[src/inc/dmsp_pkg.sv]
// Purpose: constants for the dual mode serial port
// Assumes: byte-wide register port, 16-bit addresses
// Notes: bit clock comes from a divider enable
package dmsp_pkg;
  localparam logic [15:0] ADDR_ASYNC_MODE = 16'hFF70;
  localparam logic [15:0] ADDR_ASYNC_STAT = 16'hFF71;
  localparam logic [15:0] ADDR_SYNC_MODE = 16'hFF72;
  localparam logic [15:0] ADDR_DATA = 16'hFF74;
  localparam logic [7:0] ASYNC_MODE_RST = 8'h00;
  localparam logic [7:0] SYNC_MODE_RST = 8'h00;
  localparam logic [7:0] TX_SHIFT_RST = 8'hFF;
  localparam int AM_TX_EN = 7;
  localparam int AM_RX_EN = 6;
  localparam int AM_PAR_HI = 5;
  localparam int AM_PAR_LO = 4;
  localparam int AM_CHAR_LEN = 3;
  localparam int AM_STOP_LEN = 2;
  localparam int SM_EN = 7;
  localparam int SM_FIRST_BIT = 2;
  localparam int SM_CLK_SEL = 1;
  localparam int ST_PARITY = 2;
  localparam int ST_FRAMING = 1;
  localparam int ST_OVERRUN = 0;
  localparam logic [1:0] PAR_NONE = 2'h0;
  localparam logic [1:0] PAR_ZERO = 2'h1;
  localparam logic [1:0] PAR_ODD = 2'h2;
  localparam logic [1:0] PAR_EVEN = 2'h3;
  localparam int BAUD_DIV_DEFAULT = 16;
  localparam int FIFO_DEPTH = 16;
  localparam int FIFO_WIDTH = 8;
  typedef enum {TX_IDLE, TX_START, TX_DATA, TX_PAR, TX_STOP1, TX_STOP2} dmsp_tx_t;
  typedef enum {RX_IDLE, RX_START, RX_DATA, RX_PAR, RX_STOP} dmsp_rx_t;
endpackage

[src/logic/dmsp_top.sv]
// Purpose: dual mode serial port, uart or three-wire synchronous
// Assumes: pins synchronous to CLOCK; async rx sampled at bit centre
// Notes: transmit bytes queue in a fifo ahead of the shifter
`timescale 1ns/10ps

module dmsp_fifo #(
  parameter int WIDTH = 8,
  parameter int DEPTH = 16
) (
  input wire logic CLOCK,
  input wire logic ARST_N,
  input wire logic [WIDTH-1:0] IN_DATA,
  input wire logic IN_VALID,
  output logic IN_READY,
  output logic [WIDTH-1:0] OUT_DATA,
  output logic OUT_VALID,
  input wire logic OUT_READY
);
  localparam int AW = $clog2(DEPTH);
  initial begin
    if (DEPTH < 2 || (1 << AW) != DEPTH) $error("fifo depth must be a power of two");
  end
  logic [WIDTH-1:0] mem [DEPTH];
  typedef struct packed {
    logic [AW:0] wp;
    logic [AW:0] rp;
  } dmsp_fifo_t;
  dmsp_fifo_t s_reg, s_next;
  logic push, pop;
  assign IN_READY = (s_reg.wp - s_reg.rp) != (AW+1)'(DEPTH);
  assign OUT_VALID = s_reg.wp != s_reg.rp;
  assign OUT_DATA = mem[s_reg.rp[AW-1:0]];
  assign push = IN_VALID && IN_READY;
  assign pop = OUT_VALID && OUT_READY;
  always_comb begin
    s_next = s_reg;
    if (push) s_next.wp = s_reg.wp + 1'b1;
    if (pop) s_next.rp = s_reg.rp + 1'b1;
  end
  always_ff @(posedge CLOCK) begin
    if (push) mem[s_reg.wp[AW-1:0]] <= IN_DATA;
  end
  always_ff @(posedge CLOCK or negedge ARST_N) begin
    if (!ARST_N) s_reg <= '0;
    else s_reg <= s_next;
  end
endmodule // dmsp_fifo

module dmsp_top import dmsp_pkg::*; #(
  parameter int BAUD_DIV = BAUD_DIV_DEFAULT
) (
  input wire logic CLOCK,
  input wire logic ARST_N,
  input wire logic [15:0] ADDR,
  input wire logic WR,
  input wire logic RD,
  input wire logic [7:0] WDATA,
  output logic [7:0] RDATA,
  output logic TX_READY,
  input wire logic ASYNC_RX_PIN,
  output logic ASYNC_TX_PIN,
  output logic ASYNC_TX_OE_N,
  input wire logic SERIAL_IN_PIN,
  output logic SERIAL_OUT_PIN,
  output logic SERIAL_OUT_OE_N,
  input wire logic SERIAL_CLOCK_IN,
  output logic SERIAL_CLOCK_OUT,
  output logic SERIAL_CLOCK_OE_N
);
  initial begin
    if (BAUD_DIV < 2 || BAUD_DIV > 65535) $error("BAUD_DIV out of range");
  end
  typedef struct packed {
    logic [7:0] amode;
    logic [7:0] smode;
    logic [2:0] stat;
    logic [7:0] tx_shift;
    logic [7:0] rx_buf;
    logic rx_full;
    logic [15:0] div;
    logic [3:0] tx_sub;
    logic [3:0] tx_bit;
    logic tx_par;
    logic tx_line;
    dmsp_tx_t tx_st;
    logic [3:0] rx_sub;
    logic [3:0] rx_bit;
    logic [7:0] rx_shift;
    logic rx_par;
    logic rx_prev;
    dmsp_rx_t rx_st;
    logic sy_busy;
    logic [3:0] sy_cnt;
    logic sy_clk;
    logic sclk_prev;
    logic [7:0] sy_shift;
    logic [7:0] sy_rx;
    logic sy_out;
  } dmsp_state_t;
  dmsp_state_t s_reg, s_next;

  // ---------------------------------------------------------------
  // helpers
  // ---------------------------------------------------------------
  function automatic logic par_bit(input logic [7:0] d, input logic len8,
                                   input logic [1:0] mode);
    logic p;
    p = ^(len8 ? d : {1'b0, d[6:0]});
    case (mode)
      PAR_ODD: par_bit = ~p;
      PAR_EVEN: par_bit = p;
      default: par_bit = 1'b0;
    endcase
  endfunction

  logic wr_data, rd_data, tick, fifo_valid, fifo_pop, sync_on, tx_on, rx_on;
  logic [7:0] fifo_data;
  logic tx_idle, sclk_fall, sclk_rise, len8;
  assign wr_data = WR && ADDR == ADDR_DATA;
  assign rd_data = RD && ADDR == ADDR_DATA;
  assign sync_on = s_reg.smode[SM_EN];
  assign tx_on = s_reg.amode[AM_TX_EN];
  assign rx_on = s_reg.amode[AM_RX_EN];
  assign len8 = s_reg.amode[AM_CHAR_LEN];
  assign tick = s_reg.div == 16'(BAUD_DIV - 1);
  assign tx_idle = s_reg.tx_st == TX_IDLE && !s_reg.sy_busy;
  // uart start waits for a tick so the start bit is a whole bit long
  assign fifo_pop = fifo_valid && tx_idle && (sync_on || (tx_on && tick));
  assign sclk_fall = s_reg.smode[SM_CLK_SEL] ? (tick && s_reg.sy_clk)
                     : (s_reg.sclk_prev && !SERIAL_CLOCK_IN);
  assign sclk_rise = s_reg.smode[SM_CLK_SEL] ? (tick && !s_reg.sy_clk)
                     : (!s_reg.sclk_prev && SERIAL_CLOCK_IN);

  dmsp_fifo #(.WIDTH(FIFO_WIDTH), .DEPTH(FIFO_DEPTH)) u_fifo (
    .CLOCK(CLOCK),
    .ARST_N(ARST_N),
    .IN_DATA(WDATA),
    .IN_VALID(wr_data),
    .IN_READY(TX_READY),
    .OUT_DATA(fifo_data),
    .OUT_VALID(fifo_valid),
    .OUT_READY(fifo_pop)
  );

  // ---------------------------------------------------------------
  // next state
  // ---------------------------------------------------------------
  always_comb begin
    s_next = s_reg;
    s_next.sclk_prev = SERIAL_CLOCK_IN;
    s_next.rx_prev = ASYNC_RX_PIN;
    s_next.div = tick ? 16'h0000 : s_reg.div + 16'h0001;
    if (WR && ADDR == ADDR_ASYNC_MODE) s_next.amode = {WDATA[7:2], 2'b00};
    if (WR && ADDR == ADDR_SYNC_MODE) s_next.smode = {WDATA[7], 4'h0, WDATA[2:1], 1'b0};
    if (rd_data) s_next.rx_full = 1'b0;
    if (fifo_pop) begin
      s_next.tx_shift = fifo_data;
      if (sync_on) begin
        s_next.sy_busy = 1'b1;
        s_next.sy_cnt = 4'h0;
        s_next.sy_shift = fifo_data;
        s_next.sy_clk = 1'b1;
      end else begin
        s_next.tx_st = TX_START;
        s_next.tx_sub = 4'h0;
        s_next.tx_par = par_bit(fifo_data, len8, s_reg.amode[AM_PAR_HI:AM_PAR_LO]);
      end
    end
    // async transmitter, one bit per sixteen ticks
    if (tick && s_reg.tx_st != TX_IDLE) begin
      s_next.tx_sub = s_reg.tx_sub + 4'h1;
      if (s_reg.tx_sub == 4'hF) begin
        case (s_reg.tx_st)
          TX_START: begin
            s_next.tx_st = TX_DATA;
            s_next.tx_bit = 4'h0;
          end
          TX_DATA: begin
            s_next.tx_bit = s_reg.tx_bit + 4'h1;
            if (s_reg.tx_bit == (len8 ? 4'h7 : 4'h6))
              s_next.tx_st = s_reg.amode[AM_PAR_HI:AM_PAR_LO] == PAR_NONE ? TX_STOP1 : TX_PAR;
          end
          TX_PAR: s_next.tx_st = TX_STOP1;
          TX_STOP1: s_next.tx_st = s_reg.amode[AM_STOP_LEN] ? TX_STOP2 : TX_IDLE;
          default: s_next.tx_st = TX_IDLE;
        endcase
      end
    end
    if (!tx_on) s_next.tx_st = TX_IDLE;
    case (s_next.tx_st)
      TX_START: s_next.tx_line = 1'b0;
      TX_DATA: s_next.tx_line = s_reg.tx_shift[s_next.tx_bit[2:0]];
      TX_PAR: s_next.tx_line = s_reg.tx_par;
      default: s_next.tx_line = 1'b1;
    endcase
    // async receiver, start bit checked at mid bit
    if (tick) begin
      s_next.rx_sub = s_reg.rx_sub + 4'h1;
      case (s_reg.rx_st)
        RX_IDLE: begin
          s_next.rx_sub = 4'h0;
          if (!s_reg.rx_prev) s_next.rx_st = RX_START;
        end
        RX_START: begin
          if (s_reg.rx_sub == 4'h7) begin
            s_next.rx_sub = 4'h0;
            s_next.rx_bit = 4'h0;
            s_next.rx_st = s_reg.rx_prev ? RX_IDLE : RX_DATA;
          end
        end
        RX_DATA: begin
          if (s_reg.rx_sub == 4'hF) begin
            s_next.rx_shift = {s_reg.rx_prev, s_reg.rx_shift[7:1]};
            s_next.rx_bit = s_reg.rx_bit + 4'h1;
            if (s_reg.rx_bit == (len8 ? 4'h7 : 4'h6))
              s_next.rx_st = s_reg.amode[AM_PAR_HI:AM_PAR_LO] == PAR_NONE ? RX_STOP : RX_PAR;
          end
        end
        RX_PAR: begin
          if (s_reg.rx_sub == 4'hF) begin
            s_next.rx_par = s_reg.rx_prev;
            s_next.rx_st = RX_STOP;
          end
        end
        RX_STOP: begin
          if (s_reg.rx_sub == 4'hF) begin
            s_next.rx_st = RX_IDLE;
            s_next.rx_buf = len8 ? s_reg.rx_shift : {1'b0, s_reg.rx_shift[7:1]};
            s_next.rx_full = 1'b1;
            s_next.stat = 3'b000;
            s_next.stat[ST_FRAMING] = !s_reg.rx_prev;
            s_next.stat[ST_OVERRUN] = s_reg.rx_full && !rd_data;
            if (s_reg.amode[AM_PAR_HI])
              s_next.stat[ST_PARITY] = s_reg.rx_par != par_bit(s_next.rx_buf, len8,
                                       s_reg.amode[AM_PAR_HI:AM_PAR_LO]);
          end
        end
        default: s_next.rx_st = RX_IDLE;
      endcase
    end
    if (!rx_on) s_next.rx_st = RX_IDLE;
    // three-wire shifter: out on falling, in on rising edge
    if (s_reg.sy_busy) begin
      if (s_reg.smode[SM_CLK_SEL] && tick) s_next.sy_clk = !s_reg.sy_clk;
      if (sclk_fall)
        s_next.sy_out = s_reg.smode[SM_FIRST_BIT] ? s_reg.sy_shift[0] : s_reg.sy_shift[7];
      if (sclk_rise) begin
        s_next.sy_shift = s_reg.smode[SM_FIRST_BIT] ? {SERIAL_IN_PIN, s_reg.sy_shift[7:1]}
                          : {s_reg.sy_shift[6:0], SERIAL_IN_PIN};
        s_next.sy_cnt = s_reg.sy_cnt + 4'h1;
        if (s_reg.sy_cnt == 4'h7) begin
          s_next.sy_busy = 1'b0;
          s_next.sy_clk = 1'b1;
          s_next.rx_buf = s_next.sy_shift;
          s_next.rx_full = 1'b1;
        end
      end
    end
    if (!sync_on) begin
      s_next.sy_busy = 1'b0;
      s_next.sy_clk = 1'b1;
    end
  end

  always_ff @(posedge CLOCK or negedge ARST_N) begin
    if (!ARST_N) begin
      s_reg <= '0;
      s_reg.amode <= ASYNC_MODE_RST;
      s_reg.smode <= SYNC_MODE_RST;
      s_reg.tx_shift <= TX_SHIFT_RST;
      s_reg.tx_line <= 1'b1;
      s_reg.sy_clk <= 1'b1;
      s_reg.sy_out <= 1'b1;
      s_reg.tx_st <= TX_IDLE;
      s_reg.rx_st <= RX_IDLE;
      s_reg.rx_prev <= 1'b1;
      s_reg.sclk_prev <= 1'b1;
    end else begin
      s_reg <= s_next;
    end
  end

  // ---------------------------------------------------------------
  // pins and readback
  // ---------------------------------------------------------------
  always_comb begin
    RDATA = 8'h00;
    case (ADDR)
      ADDR_ASYNC_MODE: RDATA = s_reg.amode;
      ADDR_ASYNC_STAT: RDATA = {5'h00, s_reg.stat};
      ADDR_SYNC_MODE: RDATA = s_reg.smode;
      ADDR_DATA: RDATA = s_reg.rx_buf;
      default: RDATA = 8'h00;
    endcase
  end
  assign ASYNC_TX_PIN = s_reg.tx_line;
  assign ASYNC_TX_OE_N = !tx_on;
  assign SERIAL_OUT_PIN = s_reg.sy_out;
  assign SERIAL_OUT_OE_N = !sync_on;
  assign SERIAL_CLOCK_OUT = s_reg.sy_clk;
  assign SERIAL_CLOCK_OE_N = !(sync_on && s_reg.smode[SM_CLK_SEL]);
endmodule // dmsp_top

[config.mk]
export PLATFORM = sky130hd
export DESIGN_NAME = dmsp_top
export DESIGN_NICKNAME = d
export VERILOG_FILES = /design/src/inc/dmsp_pkg.sv /design/src/logic/dmsp_top.sv
export SDC_FILE = /design/constraint.sdc
export NUM_CORES = 1
export LEC_CHECK = 0
export BUFFER_PORTS_ARGS = -buffer_cell sky130_fd_sc_hd__buf_4
export CAP_MARGIN = 10
export CORE_MARGIN = 2
export CORE_UTILIZATION = 40
export DETAILED_ROUTE_END_ITERATION = 8
export GPL_ROUTABILITY_DRIVEN = 0
export SYNTH_ARGS = -nofsm -noshare
export SYNTH_HDL_FRONTEND = slang
export SYNTH_SLANG_ARGS = --single-unit
[constraint.sdc]
create_clock -name CLOCK -period 7.2 [get_ports CLOCK]
set_clock_uncertainty 0.2 [all_clocks]
set_input_delay 1.08 -clock CLOCK [delete_from_list [all_inputs] [get_ports CLOCK]]
set_output_delay 1.08 -clock CLOCK [all_outputs]
set_load 0.05 [all_outputs]
Word level (Yosys, flattened, before mapping)
Memories as Yosys holds them, arrays and structs flattened.
Cells that the tools add are included.
{"block": "totals", "input_bits": 31, "ff_bits": 163, "memories": 1, "output_inout_bits": 15, "mem_bits_rw": 128, "elab_cells": 194}
{"memory": "u_fifo.mem", "words": 16, "width": 8, "read_ports": 1, "rd_ports_with_merged_regs": 0, "write_ports": 1, "line_no": "dmsp_top.sv:23", "source": "logic [WIDTH-1:0] mem [DEPTH];"}
{"block": "classes", "mux": 70, "bitwise": 3, "add_sub_neg": 9, "reduce_logical": 46, "magnitude_cmp": 1, "n_eq_ne": 37}
{"op": "32-bit two-way mux", "count": 14}
{"op": "32-bit by 2-bit == test with 1-bit output (second input constant)", "count": 6}
{"op": "32-bit case mux with 5 select lines", "count": 1}
{"op": "32-bit case mux with 4 select lines", "count": 1}
{"op": "32-bit by 1-bit == test with 1-bit output (second input constant)", "count": 3}
{"op": "8-bit two-way mux", "count": 10}
{"op": "16-bit == test (second input constant)", "count": 4}
{"op": "32-bit by 3-bit == test with 1-bit output (second input constant)", "count": 2}
{"op": "32-bit logical NOT", "count": 2}
{"op": "9-bit two-way mux", "count": 6}
{"op": "8-bit case mux with 4 select lines", "count": 1}
{"op": "32-bit nonzero test", "count": 1}
{"op": "6-bit two-way mux", "count": 4}
{"op": "4-bit case mux with 2 select lines", "count": 3}
{"op": "4-bit by 1-bit adder with 4-bit output (second input constant)", "count": 5}
{"op": "1-bit logical AND", "count": 18}
{"op": "1-bit two-way mux", "count": 18}
{"op": "3-bit inequality test (second input constant)", "count": 6}
{"op": "16-bit by 1-bit adder with 16-bit output (second input constant)", "count": 1}
{"op": "16-bit by 4-bit == test with 1-bit output (second input constant)", "count": 1}
{"op": "16-bit two-way mux", "count": 1}
{"op": "8-bit XOR reduction", "count": 2}
{"op": "12-bit two-way mux", "count": 1}
{"op": "4-bit two-way mux", "count": 3}
{"op": "27 further kinds", "count": 52}

Logic depth before layout (Yosys ltp)
Gate-level depths: netlist of the first run.
{"block": "logic_depth", "depth_word": 12, "depth_mapped": 14, "mapped_depth_nobuf": 10}

Cells and area by module
From an unflattened synthesis of the first run, not the netlist that was laid out.
{"block": "unflattened", "hier_cells": 929, "area_unflattened_um2": 12125.4}
{"mod": "dmsp_top", "area_each_um2": 6282.3, "seq_area_each_um2": 3119.2, "instances": 1, "cells_each": 595}
{"mod": "dmsp_fifo", "area_each_um2": 5843.1, "seq_area_each_um2": 4093.9, "instances": 1, "cells_each": 334}

Worst setup path before layout of the first run
OpenSTA, ideal clock, no wires.
{"block": "synth_timing", "path_kind": "reg2reg", "start": "register u_fifo.s_reg[1] (netlist name)", "end": "memory u_fifo.mem[5][0] (enable)", "slack_ps": 1951, "setup_ps": 385, "period_less_slack_ps": 5249, "path_buffers": 4, "t_required_ps": 6615, "stages_incl_launch_ff": 15, "arrival_ps": 4664, "cell_sequence": "dfrtp_1 clkbuf_1 clkbuf_1 clkbuf_1 inv_1 ha_1 nor2b_1 o21ai_0 nand2b_1 and3_1 o21ai_0 and3_1 clkbuf_1 nand2_1 nor3b_1"}
{"block": "synth_via", "elab_chain_len": 5}
{"item": "start, declared", "line_no": "dmsp_top.sv:28", "source": "dmsp_fifo_t s_reg, s_next;"}
{"item": "start signal, assigned", "line_no": "dmsp_top.sv:45", "source": "else s_reg <= s_next;"}
{"item": "5-bit subtractor", "line_no": "dmsp_top.sv:30", "source": "assign IN_READY = (s_reg.wp - s_reg.rp) != (AW+1)'(DEPTH);"}
{"item": "5-bit inequality test", "line_no": "dmsp_top.sv:30"}
{"item": "named net TX_READY", "line_no": "dmsp_top.sv:59", "source": "output logic TX_READY,"}
{"item": "1-bit logical AND", "line_no": "dmsp_top.sv:33", "source": "assign push = IN_VALID && IN_READY;"}
{"item": "1-bit two-way mux", "line_no": "dmsp_top.sv:41", "source": "if (push) mem[s_reg.wp[AW-1:0]] <= IN_DATA;"}
{"item": "1-bit two-way mux (implied by the code)", "line_no": "dmsp_top.sv:41"}
{"item": "end, declared", "line_no": "dmsp_top.sv:23"}
The timed path passes the listed nets, and every way through them passes these cells.

Worst setup path in the final report of the first run
{"block": "layout_timing", "start": "input port ADDR[3]", "end": "output port RDATA[7]"}
{"block": "layout_via", "elab_chain_len": 2, "word_cells_on_any_way": 5, "cone_classes": "4 x eq/ne; 1 x mux"}
{"item": "start, declared", "line_no": "dmsp_top.sv:54", "source": "input wire logic [15:0] ADDR,"}
{"item": "16-bit == test", "line_no": "dmsp_top.sv:288", "source": "case (ADDR)"}
{"item": "8-bit case mux with 4 select lines (*)", "line_no": "dmsp_top.sv:288"}
{"item": "end, declared", "line_no": "dmsp_top.sv:58", "source": "output logic [7:0] RDATA,"}
Mark *: on every way between the ends. The rest lies on a longest branch, timed or not.

==> results of run 1 <==
==> layout make-up <==
type	count	area share [%]
inverter	17	0.475
multi-input combinational	530	31.6
clock buffer	33	5.73
tap	384	3.58
clock inverter	19	2.16
sequential	262	53.7
timing repair buffer	49	2.77
==> per-layer routing <==
| metal | share of wire (%) | global-route usage [%] | vias to the layer above |
|---|---|---|---|
| li1 | - | - | 3242 |
| met5 | 0 | 0 | - |
| met4 | 2.5 | 4.58 | 0 |
| met3 | 4.2 | 2.44 | 41 |
| met1 | 45 | 22.9 | 3373 |
| met2 | 48 | 27.3 | 150 |
==> metrics by stage <==
step                instance area (sq um)  total power [uW]  cells  utilization [%]
CTS                                 13400              3260   1294             46.8
floorplan                           11700              1610    844                -
detailed placement                  12400              1660   1242             43.1
finish                              13400              3230   1294             46.8
global placement                    12400              1660   1242             43.1
global route                        13400              3330   1294             46.8
==> worst max-delay path, delay by kind of cell <==
kind | cells | cell delay, ns
compound gates | 1 | 0.20
simple gates | 5 | 1.36
buf+inv | 3 | 0.39
==> how the worst max path moves through the flow <==
| stage | from | to | slack [ns] | cells past startpoint |
|---|---|---|---|---|
| floorplan | u_fifo.s_reg[1] | u_fifo.mem[5][0] | 1.95 | 14 |
| global placement | ADDR[3] | u_fifo.mem[5][4] | 2.91 | 8 |
| detailed placement | ADDR[3] | u_fifo.mem[4][1] | 2.72 | 8 |
| CTS | ADDR[3] | RDATA[7] | 2.94 | 9 |
| global route | u_fifo.s_reg[1] | u_fifo.mem[7][5] | 2.67 | 11 |
| finish | ADDR[3] | RDATA[7] | 2.89 | 9 |
==> logic make-up (layout without fill, tap and decap cells) <==
group	after synthesis	after routing
AOI/OAI and AO/OA	108	108
muxes	91	91
adders and majority gates	15	15
buffers and inverters	52	118
and+or+nand+nor	270	270
xor gates and xnor gates	46	46
DFF	262	262
==> cell usage in the layout, fill, tap and decap left out, types with 14 or more instances in the layout <==
cell | netlist | routed
clkbuf_16 | 0 | 28
nand2_1 | 75 | 75
mux2_2 | 36 | 36
inv_1 | 16 | 16
xnor2_1 | 31 | 31
xor2_1 | 14 | 14
buf_4 | 0 | 48
edfxtp_1 | 128 | 128
mux2i_1 | 18 | 18
dfrtp_1 | 121 | 120
o21ai_0 | 41 | 41
and2_1 | 45 | 45
nand3_1 | 26 | 26
nor2_1 | 33 | 33
mux4_2 | 36 | 36
ha_1 | 15 | 15
==> power breakdown <==
group	internal (uW)	switching, uW
clock network	1010	587
logic	15.7	34.4
registers	1570	1.01
==> results_dict.tcl, run 1 <==
set metrics [dict create \
    slew_violations 0 \
    hold_start "s_reg[116]" \
    crit_slowest_cell "nor3_1" \
    dieArea_sq_mm 0.0305 \
    regToRegEndpoint "u_fifo.mem[7][4]" \
    initial_core_util_pct 40.6 \
    synth_cells 844 \
    worstPathArrival_ns 3.03 \
    ys_seq_area_share_pct 61.9 \
    yosys_warnings 0 \
    vias 6806 \
    first_iter_violations 458 \
    synth.area.mux_share_pct 12.1 \
    reg2reg_from "u_fifo.s_reg[1]" \
    r2r_setup_slack_ns 3.11 \
    fp.coreArea_sq_mm 0.0287 \
    cts-root-buf "clkbuf_16" \
    core.rowCount 62 \
    clk_pin_slew_ns 0.06 \
    async_flop_share_pct 51.1 \
    grt_pass1_wl_microns 39500 \
    hold_viol 0 \
    yosys-top-cells-area "edfxtp_1 (33%), dfrtp_1 (26%), mux4_2 (7.0%), mux2_2 (3.5%), dfstp_2 (2.9%)" \
    hp-class "flip-flop to flip-flop" \
    synth.most_common_cell "edfxtp_1" \
    synthXorXnorAreaFrac_pct 3.57 \
    synth_edf_count 128 \
    whs_path_depth 1 \
    dpl.hpwl_microns 16500 \
    cts_resized 0 \
    grt_setup_unrepaired "false" \
    p_leak_uw 0.00526 \
    multiInputGateArea_sq_mm 0.00424 \
    synth_top_family_by_area "simple AND/OR/NAND/NOR gates" \
    power_density_mw_per_mm2 240 \
    synth.top_cells.by_count "edfxtp_1 (128), dfrtp_1 (121), nand2_1 (75)" \
    critPathCaptureType "primary output" \
    port_buffers 45 \
    worst_slack_ns 2.89 \
    num-fill-cells 2561 \
    synth_compound_area_share_pct 6.37 \
    clock-sinks 262 \
    yosys_most_used_dff "edfxtp_1" \
    grt_overflow 0 \
    cp_max_fo 7 \
    drive_gt1_share_pct 21.6 \
    finalSetupViolCount 0 \
    seq_area_sq_mm 0.00721 \
    cts_buffers 28 \
    syn_to_final_growth_pct 15.2 \
    diodes 0 \
    whs_endpoint "s_reg[116]" \
    die_w_microns 175 \
    fin_crit_sh_pct 59.9 \
    fin_tns_setup_ns 0 \
    max_stage_delay_ns 0.59 \
    dp_slack_ns 2.72 \
    grt_usage_pct 16.5 \
    status "complete, no violations" \
    reg2reg_depth 11 \
    synth_area_leader_cell "edfxtp_1" \
    synth_area_sq_mm 0.0117 \
    hold_ws_ns 0.271 \
    grt_pass1_vias 6867 \
    syn_avg_cell_area_sq_um 13.8 \
    clockBufferDepth 3 \
    cts_setup_buffers 0 \
    antenna_left 0 \
    max_freq_mhz 232 \
    fin_crit_ns 4.31 \
    avgViaCountPerCell 5.26 \
    synth-simple-area-share_pct 12.8 \
    first_pass_iters 5 \
    nets 934 \
    slew_headroom_pct 24.2 \
    antenna_found_initial 0 \
    yosysTopAreaCellShare_pct 33.0 \
    critPathLaunchType "input pin" \
    drc 0 \
    synth_seq_cells 262 \
    h-tree-depth 1 \
    maxCapViolations 0 \
    die_y_microns 175 \
    ir_drop_uv 184 \
    path_cells "buf_4 > nor4bb_1 > nand3_1 > nor3_1 > nand2b_1 > nor3_1 > a222oi_1 > inv_1 > buf_4" \
    grt_max_degree 86 \
    synth_fa_ha_area_share_pct 1.61 \
    hold_buffers 0 \
    cp.required_ns 5.92 \
    insertion_delay_ns 0.54 \
    syn_nets 890 \
    pin_count 46 \
    wl_microns 24600 \
    tritoncts "done" \
    wire_per_inst_microns 19.0 \
    largest_reg_flops 128 \
    tightestPinTransition_ns 1.13 \
    worstSetupPathType "input pin to primary output" \
    synth_cell_types 67 \
]
(Power assumes the default switching activity.)
==> run 2, diff against run 1 <==
==> constraint.sdc (replaced) <==
create_clock -name CLOCK -period 4.29 [get_ports CLOCK]
set_clock_uncertainty 0.2 [all_clocks]
set_input_delay 0.6435 -clock CLOCK [delete_from_list [all_inputs] [get_ports CLOCK]]
set_output_delay 0.6435 -clock CLOCK [all_outputs]
set_load 0.05 [all_outputs]
==> run 2 against run 1 <==
  * First-iteration DRC count is 11% higher
  * Sequential power is 67% higher
  * Clock-buffer cell count is 4 higher
  * Sequential share of layout area is 0.060 points higher
  * Non-clock buffer count is 13 higher
  * Register-to-register slack worse by 2.1 ns
  * Flip-flop and latch count stayed put
  * Largest cell class unchanged
  * Highest routed layer unchanged
==> results_dict.tcl, run 2 (same netlist as run 1, synthesis figures left out) <==
set metrics [dict create \
    status "complete, no violations" \
    initial_core_util_pct 40.6 \
    max_freq_mhz 296 \
    fin_crit_ns 3.38 \
    largest_reg_flops 128 \
    h-tree-depth 1 \
    pin_count 46 \
    cts_setup_buffers 0 \
    clk_pin_slew_ns 0.06 \
    num-fill-cells 2573 \
    cp.required_ns 3.45 \
    grt_pass1_vias 6965 \
    grt_overflow 0 \
    nets 947 \
    dpl.hpwl_microns 16600 \
    first_iter_violations 508 \
    tritoncts "done" \
    most-common-layout-cells "edfxtp_1 (128), dfrtp_1 (120), nand2_1 (75)" \
    placement.cell_area_sq_mm 0.0125 \
    vias 6918 \
    avgViaCountPerCell 5.29 \
    slew_violations 0 \
    fin_util_pct 46.7 \
    mostFrequentLayoutCell "edfxtp_1" \
    path_cells "buf_4 > nor4bb_1 > nand3_1 > nor3_1 > nand2b_1 > nor3_1 > a222oi_1 > inv_1 > buf_4" \
    fp.coreArea_sq_mm 0.0287 \
    p_leak_uw 0.00526 \
    core.rowCount 62 \
    diodes 0 \
    clockBufferDepth 3 \
    cts_buffers 28 \
    drc 0 \
    hp-class "input pin to flip-flop" \
    worstPathArrival_ns 2.54 \
    cp_max_fo 7 \
    max_stage_delay_ns 0.55 \
    hold_viol 0 \
    clock-sinks 262 \
    grt_pass1_wl_microns 39800 \
    port_buffers 45 \
    grt_usage_pct 16.5 \
    first_pass_iters 5 \
    die_w_microns 175 \
    dp_slack_ns 0.731 \
    slew_headroom_pct 46.4 \
    grt_setup_unrepaired "false" \
    grt_max_degree 62 \
    insertion_delay_ns 0.53 \
    antenna_found_initial 0 \
    worstSetupPathType "input pin to primary output" \
    cts-root-buf "clkbuf_16" \
    antenna_left 0 \
    cp_num_buf_inv 3 \
    fin_tns_setup_ns 0 \
    syn_to_final_growth_pct 15.1 \
    wire_per_inst_microns 18.8 \
    crit_slowest_cell "nor3_1" \
    dieArea_sq_mm 0.0305 \
    fin_crit_sh_pct 78.9 \
    finalSetupViolCount 0 \
    wl_microns 24600 \
    power_density_mw_per_mm2 382 \
    maxCapViolations 0 \
    critPathTopFamily "simple AND/OR/NAND/NOR gates" \
    tightestPinTransition_ns 0.800 \
    ir_drop_uv 318 \
    die_y_microns 175 \
    drive_gt1_share_pct 21.8 \
    critPathLaunchType "input pin" \
    critPathCaptureType "primary output" \
    worst_slack_ns 0.906 \
    finalPower_uw 5120 \
    design_area_sq_mm 0.0134 \
]
-- run 2: cell count changes in the layout (fill, tap and decap cells not counted), sizes merged --
cell and delta:
dlygate4sd3 +2, clkbuf +4, bufinv -5, clkinv +3, clkinvlp -2, buf +11
-- run 2: per-stage QoR --
stage / std cells / hold WS [ns]
finish: 1307 / 0.0327
global route: 1307 / 0.00814
CTS: 1306 / 0.00773
detailed placement: 1252 / 0.249
global placement: 1252 / 0.247
floorplan: 844 / 0.148
-- run 2: final timing paths --
| check | startpoint | endpoint | slack, ns | cells past startpoint |
|---|---|---|---|---|
| worst max-delay path | ADDR[3] | RDATA[7] | 0.91 | 9 |
| worst min-delay path | SERIAL_CLOCK_IN | s_reg[17] | 0.03 | 1 |
| worst max register to register | u_fifo.s_reg[0] | s_reg[107] | 0.97 | 8 |
| worst min register to register | s_reg[116] | s_reg[116] | 0.25 | 1 |
| max in group asynchronous | ARST_N | ASYNC_TX_PIN | 2.54 | 3 |
| min in group asynchronous | ARST_N | s_reg[68] | 0.45 | 2 |
-- run 2: report_power, final --
part / internal [uW] / total, uW / switching, uW
registers: 2640 / 2640 / 2.53
logic: 28.5 / 84.7 / 56.2
clock network: 1420 / 2390 / 972
-- run 2: layout make-up --
| type | count | area [sq um] | area share, % |
|---|---|---|---|
| clock buffer | 37 | 796 | 5.93 |
| clock inverter | 15 | 130 | 0.970 |
| inverter | 17 | 63.8 | 0.476 |
| multi-input combinational | 530 | 4250 | 31.6 |
| sequential | 262 | 7210 | 53.8 |
| tap | 384 | 480 | 3.58 |
| timing repair buffer | 62 | 487 | 3.63 |
-- run 2: worst register-to-register path: stages, from the launching register on --
cell and delay [ns]:
dfrtp_2 0.73, buf_12 0.25, mux4_2 0.54, mux4_2 0.54, xor2_1 0.16, xnor3_1 0.41
xnor2_1 0.22, nand3_1 0.09, o21ai_0 0.09
-- run 2: layer usage --
metal	vias up	wire length (microns)	global-route usage, %
met3	35	1080	2.92
met4	0	450	3.68
li1	3265	-	-
met2	119	11600	26.5
met1	3499	11400	23.5
met5	-	0	0
-- run 2: what timing repair did --
item | CTS | global route
hold buffers | 2 | 0
hold endpoints to repair | 51 | 0
endpoints found under the setup margin | 0 | 0
resized for setup | 0 | 0
==> run 3, diff against run 2 <==
==> constraint.sdc (replaced) <==
create_clock -name CLOCK -period 3.4 [get_ports CLOCK]
set_clock_uncertainty 0.2 [all_clocks]
set_input_delay 0.51 -clock CLOCK [delete_from_list [all_inputs] [get_ports CLOCK]]
set_output_delay 0.51 -clock CLOCK [all_outputs]
set_load 0.05 [all_outputs]
==> run 3 against run 2 <==
  * First-iteration DRC count decreased by 16%
  * Highest routed layer unchanged
  * Register-to-register slack got worse by 0.65 ns
  * Via count increased by 0.95%
  * Setup slack got worse by 0.59 ns
  * Non-clock buffer count increased by 11
==> results_dict.tcl, run 3 (same netlist as run 1, synthesis figures left out) <==
set metrics [dict create \
    insertion_delay_ns 0.54 \
    hold_viol 0 \
    top_usage_layer "met2" \
    finalPower_uw 6500 \
    syn_to_final_growth_pct 16.6 \
    tightestPinTransition_ns 1.11 \
    grt_usage_pct 17.0 \
    tritoncts "done" \
    vias 6984 \
    fin_tns_setup_ns 0 \
    num-fill-cells 2530 \
    largest_reg_flops 128 \
    dpl.hpwl_microns 17000 \
    port_buffers 45 \
    max_freq_mhz 324 \
    nets 959 \
    wire_per_inst_microns 19.1 \
    status "complete, no violations" \
    initial_core_util_pct 40.6 \
    finalSetupViolCount 0 \
    grt_max_degree 72 \
    fin_crit_ns 3.08 \
    clockBufferDepth 3 \
    critPathLaunchType "flip-flop" \
    most-common-layout-cells "edfxtp_1 (128), dfrtp_1 (120), nand2_1 (74)" \
    path_cells "nor4_1 > nand4_1 > or4_4 > nor4_2 > a211o_2 > mux2_1 > nor3b_1 > o41ai_2" \
    first_iter_violations 428 \
    power_density_mw_per_mm2 478 \
    fin_crit_sh_pct 90.6 \
    cp_max_fo 7 \
    worstSetupPathType "flip-flop to flip-flop" \
    first_pass_iters 5 \
    grt_pass1_vias 7374 \
    cts_setup_buffers 0 \
    mostFrequentLayoutCell "edfxtp_1" \
    pin_count 46 \
    core.rowCount 62 \
    grt_setup_unrepaired "false" \
    grt_use_met1_pct 23.4 \
    die_w_microns 175 \
    avgViaCountPerCell 5.29 \
    clk_pin_slew_ns 0.06 \
    gr-usage-met3_pct 2.68 \
    antenna_found_initial 0 \
    cp.required_ns 3.64 \
    die_y_microns 175 \
    crit_slowest_cell "or4_4" \
    fp.coreArea_sq_mm 0.0287 \
    design_area_sq_mm 0.0136 \
    placement.cell_area_sq_mm 0.0126 \
    slew_headroom_pct 25.4 \
    wl_microns 25100 \
    grt_overflow 0 \
    grt_use_met2_pct 28.7 \
    cts_buffers 29 \
    max_stage_delay_ns 0.65 \
    h-tree-depth 1 \
    hp-class "input pin to flip-flop" \
    dieArea_sq_mm 0.0305 \
    diodes 0 \
    slew_violations 0 \
    ir_drop_uv 401 \
    maxCapViolations 0 \
    cts-root-buf "clkbuf_16" \
    antenna_left 0 \
    p_leak_uw 0.00537 \
    clock-sinks 262 \
    worstPathArrival_ns 3.32 \
    drive_gt1_share_pct 24.3 \
    fin_util_pct 47.4 \
    critPathCaptureType "flip-flop" \
    grt_pass1_wl_microns 41200 \
    drc 0 \
]
-- run 3: cell types whose count changed in the layout (fill, tap and decap cells not counted), moves of 2 or more --
cell      delta
buf_4        +9
and2_1       -8
and2_2       +8
nor3b_1      -5
clkinv_2     +4
nor3b_4      +4
clkbuf_8     -2
-- run 3: worst paths after layout --
| check | to | depth (start not counted) | startpoint | slack, ns |
|---|---|---|---|---|
| min in group asynchronous | s_reg[66] | 2 | ARST_N | 0.34 |
| hold / removal | s_reg[132] | 4 | RD | 0.08 |
| setup / recovery | ASYNC_TX_PIN | 8 | s_reg[97] | 0.32 |
| max in group asynchronous | ASYNC_TX_PIN | 3 | ARST_N | 1.85 |
| setup reg to reg | ASYNC_TX_PIN | 8 | s_reg[97] | 0.32 |
| hold reg to reg | s_reg[116] | 1 | s_reg[116] | 0.26 |
-- run 3: what timing repair did --
action | in CTS | in global routing
gates resized for setup | 0 | 1
endpoints found under the hold margin | 65 | 0
endpoints found under the setup margin | 0 | 5
hold buffers | 3 | 0
-- run 3: area by class of cell --
| class | count | area, sq um | share of cell area (%) |
|---|---|---|---|
| clock buffers | 36 | 772 | 5.68 |
| clock inverters | 17 | 158 | 1.16 |
| inverters | 17 | 63.8 | 0.469 |
| multi-input cells | 530 | 4320 | 31.8 |
| flip-flops and latches | 262 | 7210 | 53.1 |
| well taps | 384 | 480 | 3.53 |
| repair buffers | 73 | 584 | 4.30 |
-- run 3: per-stage QoR --
stage | setup WS [ns] | std cells | hold WS [ns]
final | 0.318 | 1319 | 0.0821
after global routing | 0.0676 | 1319 | 0.104
after CTS | 0.258 | 1319 | 0.0527
after detailed placement | 0.201 | 1263 | 0.253
after global placement | 0.237 | 1263 | 0.252
after floorplan | 0.00757 | 844 | 0.0144
-- run 3: where the power goes --
| group | switching (uW) | internal (uW) |
|---|---|---|
| clock network | 1230 | 1830 |
| logic | 75.1 | 38.4 |
| registers | 2.14 | 3330 |
| total | 1300 | 5200 |
-- run 3: critical path: cells and delay by family, from the launching register on --
| kind | cells | cell delay (ns) |
|---|---|---|
| compound gates | 2 | 0.32 |
| simple gates | 5 | 1.77 |
| flops | 1 | 0.37 |
| mux | 1 | 0.33 |
-- run 3: per-layer routing --
layer  share of wire (%)  up-vias
li1                    -     3290
met3                 3.9       40
met4                 2.0        0
met5                   0        -
met1                  45     3537
met2                  49      117
